$ cat src/hdl/amssc_pkg.sv
// Package: constants and types for the converter mode, scan and status control
package amssc_pkg;
  // ==========================================
  // Register offsets (byte addresses, chosen)
  localparam logic [7:0] AMSSC_OFS_MODE = 8'h00;
  localparam logic [7:0] AMSSC_OFS_SCAN = 8'h04;
  localparam logic [7:0] AMSSC_OFS_STAT = 8'h08;
  localparam logic [7:0] AMSSC_OFS_SRST = 8'h0c;
  localparam logic [7:0] AMSSC_OFS_CLKS = 8'h10;
  // ==========================================
  // Field positions
  localparam int AMSSC_BIT_SCAN = 0;
  localparam int AMSSC_BIT_REPEAT = 1;
  localparam int AMSSC_ITM_LO = 4;
  localparam int AMSSC_ITM_HI = 6;
  localparam int AMSSC_STA_LO = 0;
  localparam int AMSSC_STA_HI = 3;
  localparam int AMSSC_AREA_LO = 4;
  localparam int AMSSC_AREA_HI = 7;
  localparam int AMSSC_BIT_NBUSY = 0;
  localparam int AMSSC_BIT_NDONE = 1;
  localparam int AMSSC_BIT_PBUSY = 2;
  localparam int AMSSC_BIT_PDONE = 3;
  localparam int AMSSC_KEY_LO = 0;
  localparam int AMSSC_KEY_HI = 1;
  localparam int AMSSC_CLKS_LO = 0;
  localparam int AMSSC_CLKS_HI = 3;
  // ==========================================
  // Values
  localparam logic [1:0] AMSSC_KEY_FIRST = 2'h2;
  localparam logic [1:0] AMSSC_KEY_SECOND = 2'h1;
  localparam logic [3:0] AMSSC_LAST_CH = 4'hb;
  localparam logic [2:0] AMSSC_ITM_RST = 3'h0;
  localparam logic [3:0] AMSSC_CH_RST = 4'h0;
  localparam logic [3:0] AMSSC_CLKS_RST = 4'h0;
  localparam logic [31:0] AMSSC_ZERO32 = 32'h0000_0000;
  // ==========================================
  // Timing
  localparam int AMSSC_CLK_MHZ = 25;
  localparam int AMSSC_INIT_NS = 3000;
  localparam int AMSSC_INIT_CYC = (AMSSC_INIT_NS * AMSSC_CLK_MHZ + 999) / 1000;
  localparam logic [7:0] AMSSC_INIT_CNT = 8'(AMSSC_INIT_CYC);
  // ==========================================
  // Types
  typedef enum logic [1:0] {
    AMSSC_IDLE,
    AMSSC_RUN,
    AMSSC_INIT
  } amssc_state_t;

  typedef struct packed {
    logic [7:0] addr;
    logic [31:0] wdata;
    logic wr;
    logic rd;
  } amssc_bus_t;

  typedef struct packed {
    logic start;
    logic abort;
    logic norm_done;
    logic prio_start;
    logic prio_done;
  } amssc_conv_t;

  typedef struct packed {
    amssc_state_t state;
    logic scan;
    logic repeat_en;
    logic [2:0] itm;
    logic [3:0] sta;
    logic [3:0] area;
    logic [3:0] clks;
    logic [1:0] key;
    logic nbusy;
    logic ndone;
    logic pbusy;
    logic pdone;
    logic [2:0] dec_cnt;
    logic [3:0] chan;
    logic [3:0] pass_left;
    logic [7:0] init_cnt;
    logic irq;
    logic [31:0] rdata;
  } amssc_state_reg_t;
endpackage

$ cat src/hdl/amssc_top.sv
// Module: converter mode, scan range, status and software reset control
//
// Chosen here: the placing of the registers and the plain strobed port.
`timescale 1ns/1ps
`default_nettype none
// Function
// RULE1: Fixed repeat mode interrupts every decimation plus one conversions.
// RULE2: Decimation applies only with repeat one and scan zero.
// RULE3: Repeat bit one selects repeat, zero selects single conversion.
// RULE4: Scan bit one selects channel scan, zero fixed channel.
// RULE5: Scan single does one pass; scan repeat loops the range.
// RULE6: Aborting repeat conversion clears the repeat bit.
// RULE7: Scan starts at start field and steps channels upward.
// RULE8: Range field is channel count minus one.
// RULE9: Software never writes codes 1100 to 1111 to scan fields.
// RULE10: Start plus range above 1011 blocks conversion start.
// RULE11: Priority done flag set when priority conversion completes.
// RULE12: Priority busy flag high during priority conversion.
// RULE13: Normal done flag set when normal conversion completes.
// RULE14: Normal busy flag high during normal conversion.
// RULE15: Status read clears both done flags, not busy flags.
// RULE16: Writing key 10 then 01 performs software reset.
// RULE17: Software reset clears all but the clock setting field.
// RULE18: Initialization after software reset takes 3 us.
// RULE19: Software resets before arming DMA and starting conversions.
// RULE20: Software stops converter before idle or deep stop modes.
// RULE21: Channel code n selects analog input n, 0 to 11.
// RULE22: Decimation counter restarts on sequence start or reset.
module amssc_top (
  // Clock and reset
  input wire logic i_clk,
  input wire logic i_rst,
  // Register port
  input wire amssc_pkg::amssc_bus_t i_bus,
  output logic [31:0] o_rdata,
  // Converter events
  input wire amssc_pkg::amssc_conv_t i_conv,
  // Converter control
  output logic o_conv_go,
  output logic [3:0] o_channel,
  output logic o_scan,
  output logic o_repeat,
  output logic [3:0] o_clk_sel,
  output logic o_conv_irq,
  output logic o_init_busy
);
  import amssc_pkg::*;

  amssc_state_reg_t st_r;
  amssc_state_reg_t st_nxt;

  // ==========================================
  // Helpers
  function automatic logic scan_ok(input logic [3:0] sta, input logic [3:0] area);
    logic [4:0] sum;
    sum = {1'b0, sta} + {1'b0, area};
    scan_ok = (sum <= {1'b0, AMSSC_LAST_CH});
  endfunction

  function automatic logic hit(input amssc_bus_t b, input logic [7:0] ofs);
    hit = (b.addr == ofs);
  endfunction

  // ==========================================
  // Next state
  always_comb
  begin
    logic busy_done;
    logic soft_rst;
    busy_done = 1'b0;
    st_nxt = st_r;
    st_nxt.irq = 1'b0;
    st_nxt.rdata = AMSSC_ZERO32;
    soft_rst = 1'b0;
    // Register writes
    if (i_bus.wr)
    begin
      if (hit(i_bus, AMSSC_OFS_MODE))
      begin
        // RULE3 repeat select
        st_nxt.repeat_en = i_bus.wdata[AMSSC_BIT_REPEAT];
        // RULE4 scan select
        st_nxt.scan = i_bus.wdata[AMSSC_BIT_SCAN];
        st_nxt.itm = i_bus.wdata[AMSSC_ITM_HI:AMSSC_ITM_LO];
      end
      if (hit(i_bus, AMSSC_OFS_SCAN))
      begin
        st_nxt.sta = i_bus.wdata[AMSSC_STA_HI:AMSSC_STA_LO];
        st_nxt.area = i_bus.wdata[AMSSC_AREA_HI:AMSSC_AREA_LO];
      end
      if (hit(i_bus, AMSSC_OFS_CLKS))
      begin
        st_nxt.clks = i_bus.wdata[AMSSC_CLKS_HI:AMSSC_CLKS_LO];
      end
      if (hit(i_bus, AMSSC_OFS_SRST))
      begin
        // RULE16 two step key
        st_nxt.key = i_bus.wdata[AMSSC_KEY_HI:AMSSC_KEY_LO];
        if (st_r.key == AMSSC_KEY_FIRST && i_bus.wdata[AMSSC_KEY_HI:AMSSC_KEY_LO] == AMSSC_KEY_SECOND)
        begin
          soft_rst = 1'b1;
        end
      end
    end
    // Register reads
    if (i_bus.rd)
    begin
      if (hit(i_bus, AMSSC_OFS_MODE))
      begin
        st_nxt.rdata[AMSSC_BIT_SCAN] = st_r.scan;
        st_nxt.rdata[AMSSC_BIT_REPEAT] = st_r.repeat_en;
        st_nxt.rdata[AMSSC_ITM_HI:AMSSC_ITM_LO] = st_r.itm;
      end
      else if (hit(i_bus, AMSSC_OFS_SCAN))
      begin
        st_nxt.rdata[AMSSC_STA_HI:AMSSC_STA_LO] = st_r.sta;
        st_nxt.rdata[AMSSC_AREA_HI:AMSSC_AREA_LO] = st_r.area;
      end
      else if (hit(i_bus, AMSSC_OFS_STAT))
      begin
        st_nxt.rdata[AMSSC_BIT_NBUSY] = st_r.nbusy;
        st_nxt.rdata[AMSSC_BIT_NDONE] = st_r.ndone;
        st_nxt.rdata[AMSSC_BIT_PBUSY] = st_r.pbusy;
        st_nxt.rdata[AMSSC_BIT_PDONE] = st_r.pdone;
        // RULE15 clear on read
        st_nxt.ndone = 1'b0;
        st_nxt.pdone = 1'b0;
      end
      else if (hit(i_bus, AMSSC_OFS_CLKS))
      begin
        st_nxt.rdata[AMSSC_CLKS_HI:AMSSC_CLKS_LO] = st_r.clks;
      end
    end
    // Priority conversion
    if (i_conv.prio_start && st_r.state != AMSSC_INIT)
    begin
      // RULE12 priority busy
      st_nxt.pbusy = 1'b1;
      // RULE11 clear at start
      st_nxt.pdone = 1'b0;
    end
    if (i_conv.prio_done && st_r.pbusy)
    begin
      st_nxt.pbusy = 1'b0;
      // RULE11 priority done
      st_nxt.pdone = 1'b1;
    end
    // Normal conversion sequencer
    case (st_r.state)
      AMSSC_IDLE:
      begin
        // RULE10 refuse bad scan
        if (i_conv.start && (!st_r.scan || scan_ok(st_r.sta, st_r.area)))
        begin
          st_nxt.state = AMSSC_RUN;
          // RULE14 normal busy
          st_nxt.nbusy = 1'b1;
          // RULE13 clear at start
          st_nxt.ndone = 1'b0;
          // RULE22 decimation restart
          st_nxt.dec_cnt = 3'h0;
          // RULE7 start channel
          st_nxt.chan = st_r.scan ? st_r.sta : st_r.chan;
          st_nxt.pass_left = st_r.area;
        end
      end
      AMSSC_RUN:
      begin
        if (i_conv.abort)
        begin
          // RULE6 abort clears repeat
          st_nxt.repeat_en = 1'b0;
          st_nxt.nbusy = 1'b0;
          st_nxt.state = AMSSC_IDLE;
        end
        else if (i_conv.norm_done)
        begin
          if (st_r.scan)
          begin
            if (st_r.pass_left != 4'h0)
            begin
              // RULE7 step upward
              st_nxt.chan = st_r.chan + 4'h1;
              st_nxt.pass_left = st_r.pass_left - 4'h1;
            end
            else
            begin
              // RULE8 range end
              busy_done = 1'b1;
              // RULE5 loop or finish
              st_nxt.chan = st_r.sta;
              st_nxt.pass_left = st_r.area;
            end
          end
          else
          begin
            busy_done = 1'b1;
          end
          if (busy_done)
          begin
            // RULE13 normal done
            st_nxt.ndone = 1'b1;
            if (!st_r.repeat_en)
            begin
              st_nxt.nbusy = 1'b0;
              st_nxt.state = AMSSC_IDLE;
            end
          end
          // RULE2 decimation gating
          if (st_r.repeat_en && !st_r.scan)
          begin
            // RULE1 every itm plus one
            if (st_r.dec_cnt >= st_r.itm)
            begin
              st_nxt.dec_cnt = 3'h0;
              st_nxt.irq = 1'b1;
            end
            else
            begin
              st_nxt.dec_cnt = st_r.dec_cnt + 3'h1;
            end
          end
          else if (busy_done)
          begin
            st_nxt.irq = 1'b1;
          end
        end
      end
      AMSSC_INIT:
      begin
        // RULE18 init wait
        if (st_r.init_cnt != 8'h00)
        begin
          st_nxt.init_cnt = st_r.init_cnt - 8'h01;
        end
        else
        begin
          st_nxt.state = AMSSC_IDLE;
        end
      end
      default:
      begin
        st_nxt.state = AMSSC_IDLE;
      end
    endcase
    // RULE17 soft reset keeps clock field
    if (soft_rst)
    begin
      st_nxt = '0;
      st_nxt.clks = st_r.clks;
      st_nxt.state = AMSSC_INIT;
      st_nxt.init_cnt = AMSSC_INIT_CNT - 8'h01;
    end
  end

  // ==========================================
  // State register
  always_ff @(posedge i_clk or posedge i_rst)
  begin
    if (i_rst)
    begin
      st_r <= '0;
    end
    else
    begin
      st_r <= st_nxt;
    end
  end

  // ==========================================
  // Outputs
  // RULE21 channel code
  assign o_channel = st_r.chan;
  assign o_rdata = st_r.rdata;
  assign o_conv_go = st_r.nbusy;
  assign o_scan = st_r.scan;
  assign o_repeat = st_r.repeat_en;
  assign o_clk_sel = st_r.clks;
  assign o_conv_irq = st_r.irq;
  assign o_init_busy = (st_r.state == AMSSC_INIT);
endmodule
`default_nettype wire

$ cat config.mk
export PLATFORM = sky130hd
export DESIGN_NAME = amssc_top
export DESIGN_NICKNAME = d
export VERILOG_FILES = /design/src/hdl/amssc_pkg.sv /design/src/hdl/amssc_top.sv
export SDC_FILE = /design/constraint.sdc
export NUM_CORES = 1
export LEC_CHECK = 0
export BUFFER_PORTS_ARGS = -buffer_cell sky130_fd_sc_hd__buf_2
export CORE_UTILIZATION = 50
export DETAILED_ROUTE_END_ITERATION = 7
export GPL_ROUTABILITY_DRIVEN = 0
export PLACE_DENSITY = 0.79
export RECOVER_POWER = 25
export SETUP_SLACK_MARGIN = 0.4
export SYNTH_ARGS = -nofsm -noshare
export SYNTH_HDL_FRONTEND = slang
export SYNTH_SLANG_ARGS = --single-unit
$ cat constraint.sdc
create_clock -name i_clk -period 2.9 [get_ports i_clk]
set_input_delay 0.29 -clock i_clk [delete_from_list [all_inputs] [get_ports i_clk]]
set_output_delay 0.29 -clock i_clk [all_outputs]
set_load 0.02 [all_outputs]
Word level (Yosys, flattened, before mapping)
Index checks and enable logic that the tools add are counted.
- add/sub/neg operators: 5
- magnitude comparators: 2
- equality and inequality tests: 21
- muxes and demuxes: 66
- bitwise logic cells: 1
- reductions and logical operators: 32
- operators by type and width (cell ; count):
    2-to-1 mux 77 bit ; 1
    2-to-1 mux 8 bit ; 6
    2-to-1 mux 11 bit ; 3
    2-to-1 mux 1 bit ; 28
    2-to-1 mux 2 bit ; 14
    2-to-1 mux 4 bit ; 6
    case mux 11 bit (2 select lines) ; 1
    != test 3 bit, second input constant ; 7
    AND reduction 5 bit ; 4
    2-to-1 mux 19 bit ; 1
    equality test 8 x 4 -> 1 bit, second input constant ; 2
    != test 4 bit, second input constant ; 3
    nonzero test 2 bit ; 6
    nonzero test 4 bit ; 3
    2-to-1 mux 3 bit ; 3
    equality test 8 x 3 -> 1 bit, second input constant ; 1
    equality test 8 x 5 -> 1 bit, second input constant ; 1
    logical NOT 8 bit ; 1
    != test 4 x 2 -> 1 bit, second input constant ; 2
    AND reduction 2 bit ; 4
    nonzero test 8 bit ; 1
    subtractor 8 x 1 -> 8 bit, second input constant ; 1
    case mux 2 bit (3 select lines) ; 1
    AND reduction 6 bit ; 1
    other kinds (19) ; 26
- register bits after elaboration: 77
- input bits: 49
- word-level logic and storage cells: 145

Longest topological paths before layout
Gate-level depths: netlist of run 1.
- depth in word-level cells: 12
- gate-level depth with buffers: 8

Worst setup path after synthesis of run 1
Ideal clock, no wire load.
- path kind: reg-to-reg
- from: reg st_r[62] (netlist bit)
- to: reg st_r[49] (netlist bit)
- library setup time: 125 ps
- data arrival time: 2201 ps
- required time: 2775 ps
- slack: 574 ps
- cell stages (with the launch flop): 9
- period minus slack after synthesis: 2326 ps
- cell sequence: dfrtp_1 > ha_1 > fa_1 > nor4b_1 > mux2i_1 > o21a_1 > a21oi_1 > o22ai_1 > mux2_2
- cells in the longest elaborated chain, start to end: 6
- RTL lines (what ; line ; RTL):
    from (decl) ; amssc_top.sv:49 ; amssc_state_reg_t st_r;
    from (signal assigned) ; amssc_top.sv:266 ; st_r <= st_nxt;
    adder 4 x 4 -> 5 bit ; amssc_top.sv:56 ; sum = {1'b0, sta} + {1'b0, area};
    less-or-equal comparator 5 x 4 -> 1 bit ; amssc_top.sv:57 ; scan_ok = (sum <= {1'b0, AMSSC_LAST_CH});
    logical OR 1 bit ; amssc_top.sv:153 ; if (i_conv.start && (!st_r.scan || scan_ok(st_r.sta, st_r.area)))
    logical AND 1 bit ; amssc_top.sv:153 ;
    != test 3 bit (no line) ; - ;
    AND reduction 5 bit (no line) ; - ;
Every way passes these cells.
A chain may end at the register's enable or synchronous reset.

Final worst setup path of run 1
Ends and elaborated chain as after synthesis.

==> run summary, run 1 <==
CP Launch Type = register
Clk root buf = clkbuf_8
Util after Layout = 0.546
Simple-gate portion of the synthesized area = 0.214
# Post-CTS Setup Buffers = 0
CP Capture Type = register
Hpwl dp = 4.98 mm
Mux contribution to synthesized area = 0.0297
Hold slack = 0.181 ns
Routed WL = 6.73 mm
Starting density of the core = 0.517
Worst EP required = 3.10 ns
CTS tree = done
Cts hold-fix bufs = 0
Adder-cell share of the synthesized area = 0.0556
Inst Count DP = 451
Hold Crit Class = input pin to register
Clock transition at the registers of the reported paths = 0.10 ns
Slew @ Worst Pin = 1.97 ns
Post-synth top area cell = dfrtp_1
Die Height = 83.1 um
Synth async-reset ratio = 1.00
Reg2reg end = st_r[49]
Via count = 2569
Synth top area share = 0.404
FMAX = 420 MHz
Most frequent cells after synthesis = dfrtp_1 (53), nand2_1 (47), buf_4 (41)
End of the worst hold path = st_r[65]
All-Layer GR Usage = 0.206
Iter 0 DRT Violations = 180
Inserted Diodes = 0
Vias in the first global route = 2484
Area contributors post-synth = dfrtp_1 (40%), buf_4 (9.4%), nand2_1 (5.4%), ha_1 (5.0%), o21ai_0 (3.0%)
Post-synthesis sequential area ratio = 0.404
Residual DRC = 0
Slew HR = -0.312
Worst hold path stage count = 3
PortBufs = 45
Final hold vios = 0
Reg area = 1330 um^2
Clk_skew = 0.00421 ns
Min cycle time layout = 2.38 ns
Vias per cell = 5.60
Arrival @ worst endpoint = 2.58 ns
Reg2reg start = st_r[62]
CP Class = register to register
Post-synth EDFFs = 0
Slowest cell delay on critical path = 0.45 ns
Routed Antenna Nets = 0
Most frequent cell after synthesis = dfrtp_1
Final Cycle Share = 0.822
Post-Syn Area = 3280 um^2
Final Max Slew Viols = 54
Max cap viols = 1
Global-route wire length before repair = 11.6 mm
Cell variety after synth = 57
Failing checks = max-capacitance violations, max-slew violations
Setup-failing EPs final = 0
CTS Buffer Depth = 2
Clk_lat worst skew = 0.31 ns
CP max FO = 4
Antenna violations before repair = 0
Pwr Density = 500 nW/um^2
Slowest-stage cell, CP = dfrtp_1
Largest net degree at the start of global routing = 54
Cells after Synth = 352
Leakage = 1.66 nW
Syn. warnings = 0
Clock Sinks = 53
Area grow syn2layout = 5.56%
Multi-input logic area = 1640 um^2
Rows = 29
Syn Area/Cell = 9.33 um^2
Grt ovf = 0
DIE AREA = 6900 um^2
Seq cells post-synth = 53
Peak VDD IR = 0.000298 V
RSZ-0062 raised after global routing = yes
Status = finished, violations left
Ys flop type = dfrtp_1
Internal reg-to-reg setup slack = 0.52 ns
H-tree lvl count = 2
Average wire per standard cell = 14.7 um
NumNets Final = 444
Core box area = 6350 um^2
Layout cells sized above 1 = 0.183
Post-Synth XOR/XNOR Area = 0.0187
Num CTS Buffers = 5
Compound-cell area share of the yosys netlist = 0.152
Top Ports = 94
Reg2reg path depth = 8
Hold path start = i_bus[9]
Filler instances = 575
Cell breakdown of the critical path = ha_1 -> fa_1 -> nor4b_2 -> mux2i_1 -> o21a_1 -> a21oi_2 -> o22ai_1 -> mux2_2
Largest family of logic cells by synthesized area = simple AND/OR/NAND/NOR gates
Final Non-Filler Cells = 459
Die width = 83.1 um
Setup TNS = 0 ns
Drt pass-1 iters = 6
-- worst max-delay path: cells and delay by family, from the launching register on --
| family | cells | cell delay, ns |
|---|---|---|
| AO/OA/AOI/OAI | 3 | 0.47 |
| adder cells (fa/ha/maj) | 2 | 0.67 |
| flip-flops | 1 | 0.45 |
| multiplexers | 2 | 0.40 |
| AND/OR/NAND/NOR | 1 | 0.29 |
-- power breakdown --
group          total [mW]  internal (mW)  switching, mW
registers           0.848          0.793         0.0543
clock network       0.510          0.260          0.251
logic               0.376          0.141          0.235
-- what timing repair did --
action,4_1_cts,5_1_grt
endpoints found under the setup margin,1,9
pin swaps,0,1
resized for setup,1,4
-- stage by stage --
stage | area [um^2] | power (mW) | setup WS, ns
floorplan | 3370 | 1.17 | 0.574
global placement | 3360 | 1.22 | 0.463
CTS | 3470 | 1.75 | 0.467
finish | 3470 | 1.73 | 0.516
global route | 3470 | 1.83 | 0.394
detailed placement | 3360 | 1.24 | 0.409
-- how the worst max path moves through the flow --
| stage | startpoint | endpoint | cells after the start |
|---|---|---|---|
| after global placement | st_r[66] | o_channel[2] | 8 |
| after detailed placement | st_r[66] | o_channel[2] | 8 |
| after global routing | st_r[62] | st_r[49] | 8 |
| after floorplan | st_r[62] | st_r[49] | 8 |
| after CTS | st_r[66] | o_channel[2] | 8 |
| final | st_r[62] | st_r[49] | 8 |
-- metal layers --
| metal | track usage | vias to the layer above | share of wire |
|---|---|---|---|
| met5 | 0 | - | 0 |
| met4 | 0.0705 | 0 | 0.020 |
| met3 | 0.0437 | 15 | 0.066 |
| met2 | 0.341 | 97 | 0.47 |
| met1 | 0.268 | 1240 | 0.44 |
| li1 | - | 1217 | - |
-- cell families (layout without fill, tap and decap cells) --
family | after synthesis | after routing
xor gates and xnor gates | 7 | 7
DFF | 53 | 53
buffers and inverters | 63 | 70
muxes | 9 | 9
and+or+nand+nor | 129 | 129
other | 1 | 24
adders and majority gates | 14 | 14
AOI/OAI and AO/OA | 76 | 76
-- layout make-up --
cell class / instances / share of cell area
clock buffers: 6 / 0.0209
inverters: 14 / 0.0152
repair buffers: 48 / 0.0693
flip-flops and latches: 53 / 0.383
clock inverters: 2 / 0.0112
well taps: 77 / 0.0278
multi-input cells: 259 / 0.473
-- cells in the final DEF, fill, tap and decap left out, types with 7 or more instances in the layout --
master,count
ha_1,13
inv_1,14
clkbuf_1,7
nor2_1,24
nand2_1,47
a21oi_1,18
nor3_1,11
buf_2,39
conb_1,24
o21ai_0,20
dfrtp_1,52
-- sequential cells by signal, indices dropped and copies added, names as in the netlist --
signal      cells
o_channel       4
o_clk_sel       4
o_conv_go       1
o_conv_irq      1
o_rdata         8
o_repeat        1
o_scan          1
st_r           33
No activity file was read; power rests on OpenSTA's default activity.
==> run 2, diff against run 1 <==
- clock period: 2.9 -> 2.28 ns (I/O delays scaled with it)
==> run summary, run 2 (same netlist as run 1, synthesis figures left out) <==
Clk_skew = 0.0108 ns
Antenna violations before repair = 0
Multi-input logic area = 1750 um^2
Met1 Resource Use GR = 0.279
Max cap viols = 0
Grt ovf = 0
Num CTS Buffers = 5
Top reg by flops = st_r
H-tree lvl count = 2
Pwr Density = 579 nW/um^2
Routed WL = 7.24 mm
CP Class = register to register
Final Max Slew Viols = 0
Starting density of the core = 0.517
Area grow syn2layout = 12.8%
All-Layer GR Usage = 0.210
CTS Buffer Depth = 2
Hpwl dp = 5.38 mm
Final hold vios = 0
Global-route wire length before repair = 11.7 mm
NumNets Final = 462
CP Launch Type = register
Worst EP required = 2.48 ns
Largest net degree at the start of global routing = 30
Met2 usage = 0.352
Residual DRC = 0
Hold Crit Class = input pin to register
Average wire per standard cell = 15.2 um
Busiest grt layer = met2
Vias in the first global route = 2482
Top Ports = 94
Most common cell after layout, fill and taps aside = dfrtp_1
Slew HR = 0.353
Final Power = 2.14 mW
Slowest-stage cell, CP = dfrtp_1
Cell breakdown of the critical path = ha_2 -> fa_2 -> nor4b_2 -> mux2i_1 -> o21a_1 -> a21oi_2 -> o22ai_1 -> mux2_2
Arrival @ worst endpoint = 2.43 ns
DIE AREA = 6900 um^2
Clock Sinks = 53
Most frequent cells in the layout = dfrtp_1 (51), nand2_1 (46), buf_2 (38)
Routed Antenna Nets = 0
Max reg flops = 33
RSZ-0062 raised after global routing = yes
Min cycle time layout = 2.23 ns
Pre-CTS setup slack = 0.0601 ns
Drt pass-1 iters = 5
Hold slack = 0.130 ns
Die width = 83.1 um
CP Capture Type = register
Setup TNS = 0 ns
CTS tree = done
Peak VDD IR = 0.000342 V
Die Height = 83.1 um
Setup-failing EPs final = 0
Final Cycle Share = 0.978
Reg area = 1330 um^2
FMAX = 448 MHz
Clk_lat worst skew = 0.30 ns
PortBufs = 45
Via count = 2662
Status = finished, final reports clean
Rows = 29
Util after Layout = 0.583
Filler instances = 556
Slew @ Worst Pin = 0.969 ns
Core box area = 6350 um^2
Clk root buf = clkbuf_8
Iter 0 DRT Violations = 174
Vias per cell = 5.58
CP max FO = 3
Leakage = 1.75 nW
Inserted Diodes = 0
Clock transition at the registers of the reported paths = 0.09 ns
Layout cells sized above 1 = 0.253
Slowest cell delay on critical path = 0.41 ns
Setup WS post-layout = 0.0502 ns
M3 GR Usage = 0.0338
## run 2: path summary, 6_finish.rpt
check | depth (start not counted) | startpoint | slack [ns] | to
min in group asynchronous | 3 | i_rst | 0.68 | st_r[71]
hold / removal | 3 | i_bus[6] | 0.13 | st_r[70]
setup reg to reg | 8 | st_r[66] | 0.05 | st_r[49]
max in group asynchronous | 4 | i_rst | 0.90 | st_r[67]
setup / recovery | 8 | st_r[66] | 0.05 | st_r[49]
hold reg to reg | 1 | st_r[56] | 0.50 | st_r[56]
## run 2: area by class of cell
class                   instances  area share
inverters                      14      0.0142
clock buffers                   8      0.0216
multi-input cells             259       0.472
flip-flops and latches         53       0.359
repair buffers                 66       0.107
well taps                      77      0.0260
## run 2: worst max-delay path: cells and delay by family (launching register included)
kind            cells  cell delay (ns)
fa+ha+maj           2             0.56
flops               1             0.41
simple gates        1             0.26
mux                 2             0.43
compound gates      3             0.45
## run 2: timing repair
item / CTS / global route
gates resized for setup: 10 / 11
cloned: 0 / 0
setup buffers: 3 / 4
endpoints found under the hold margin: 24 / 0
pin swaps: 9 / 7
hold buffers: 1 / 0
endpoints found under the setup margin: 17 / 24
## run 2: metrics by stage
step,instance area [um^2],cells
6_report,3700,477
5_1_grt,3700,477
2_1_floorplan,3390,375
4_1_cts,3610,473
3_5_place_dp,3470,461
3_3_place_gp,3470,461
## run 2: where the power goes
group	total, mW	switching [mW]	internal, mW
logic	0.552	0.339	0.213
clock network	0.511	0.292	0.219
registers	1.08	0.0709	1.01
total	2.14	0.702	1.44
## run 2: metal layers
| layer | vias to the layer above | part of all wire |
|---|---|---|
| li1 | 1255 | - |
| met1 | 1286 | 0.43 |
| met2 | 111 | 0.49 |
| met3 | 10 | 0.057 |
| met4 | 0 | 0.017 |
| met5 | - | 0 |
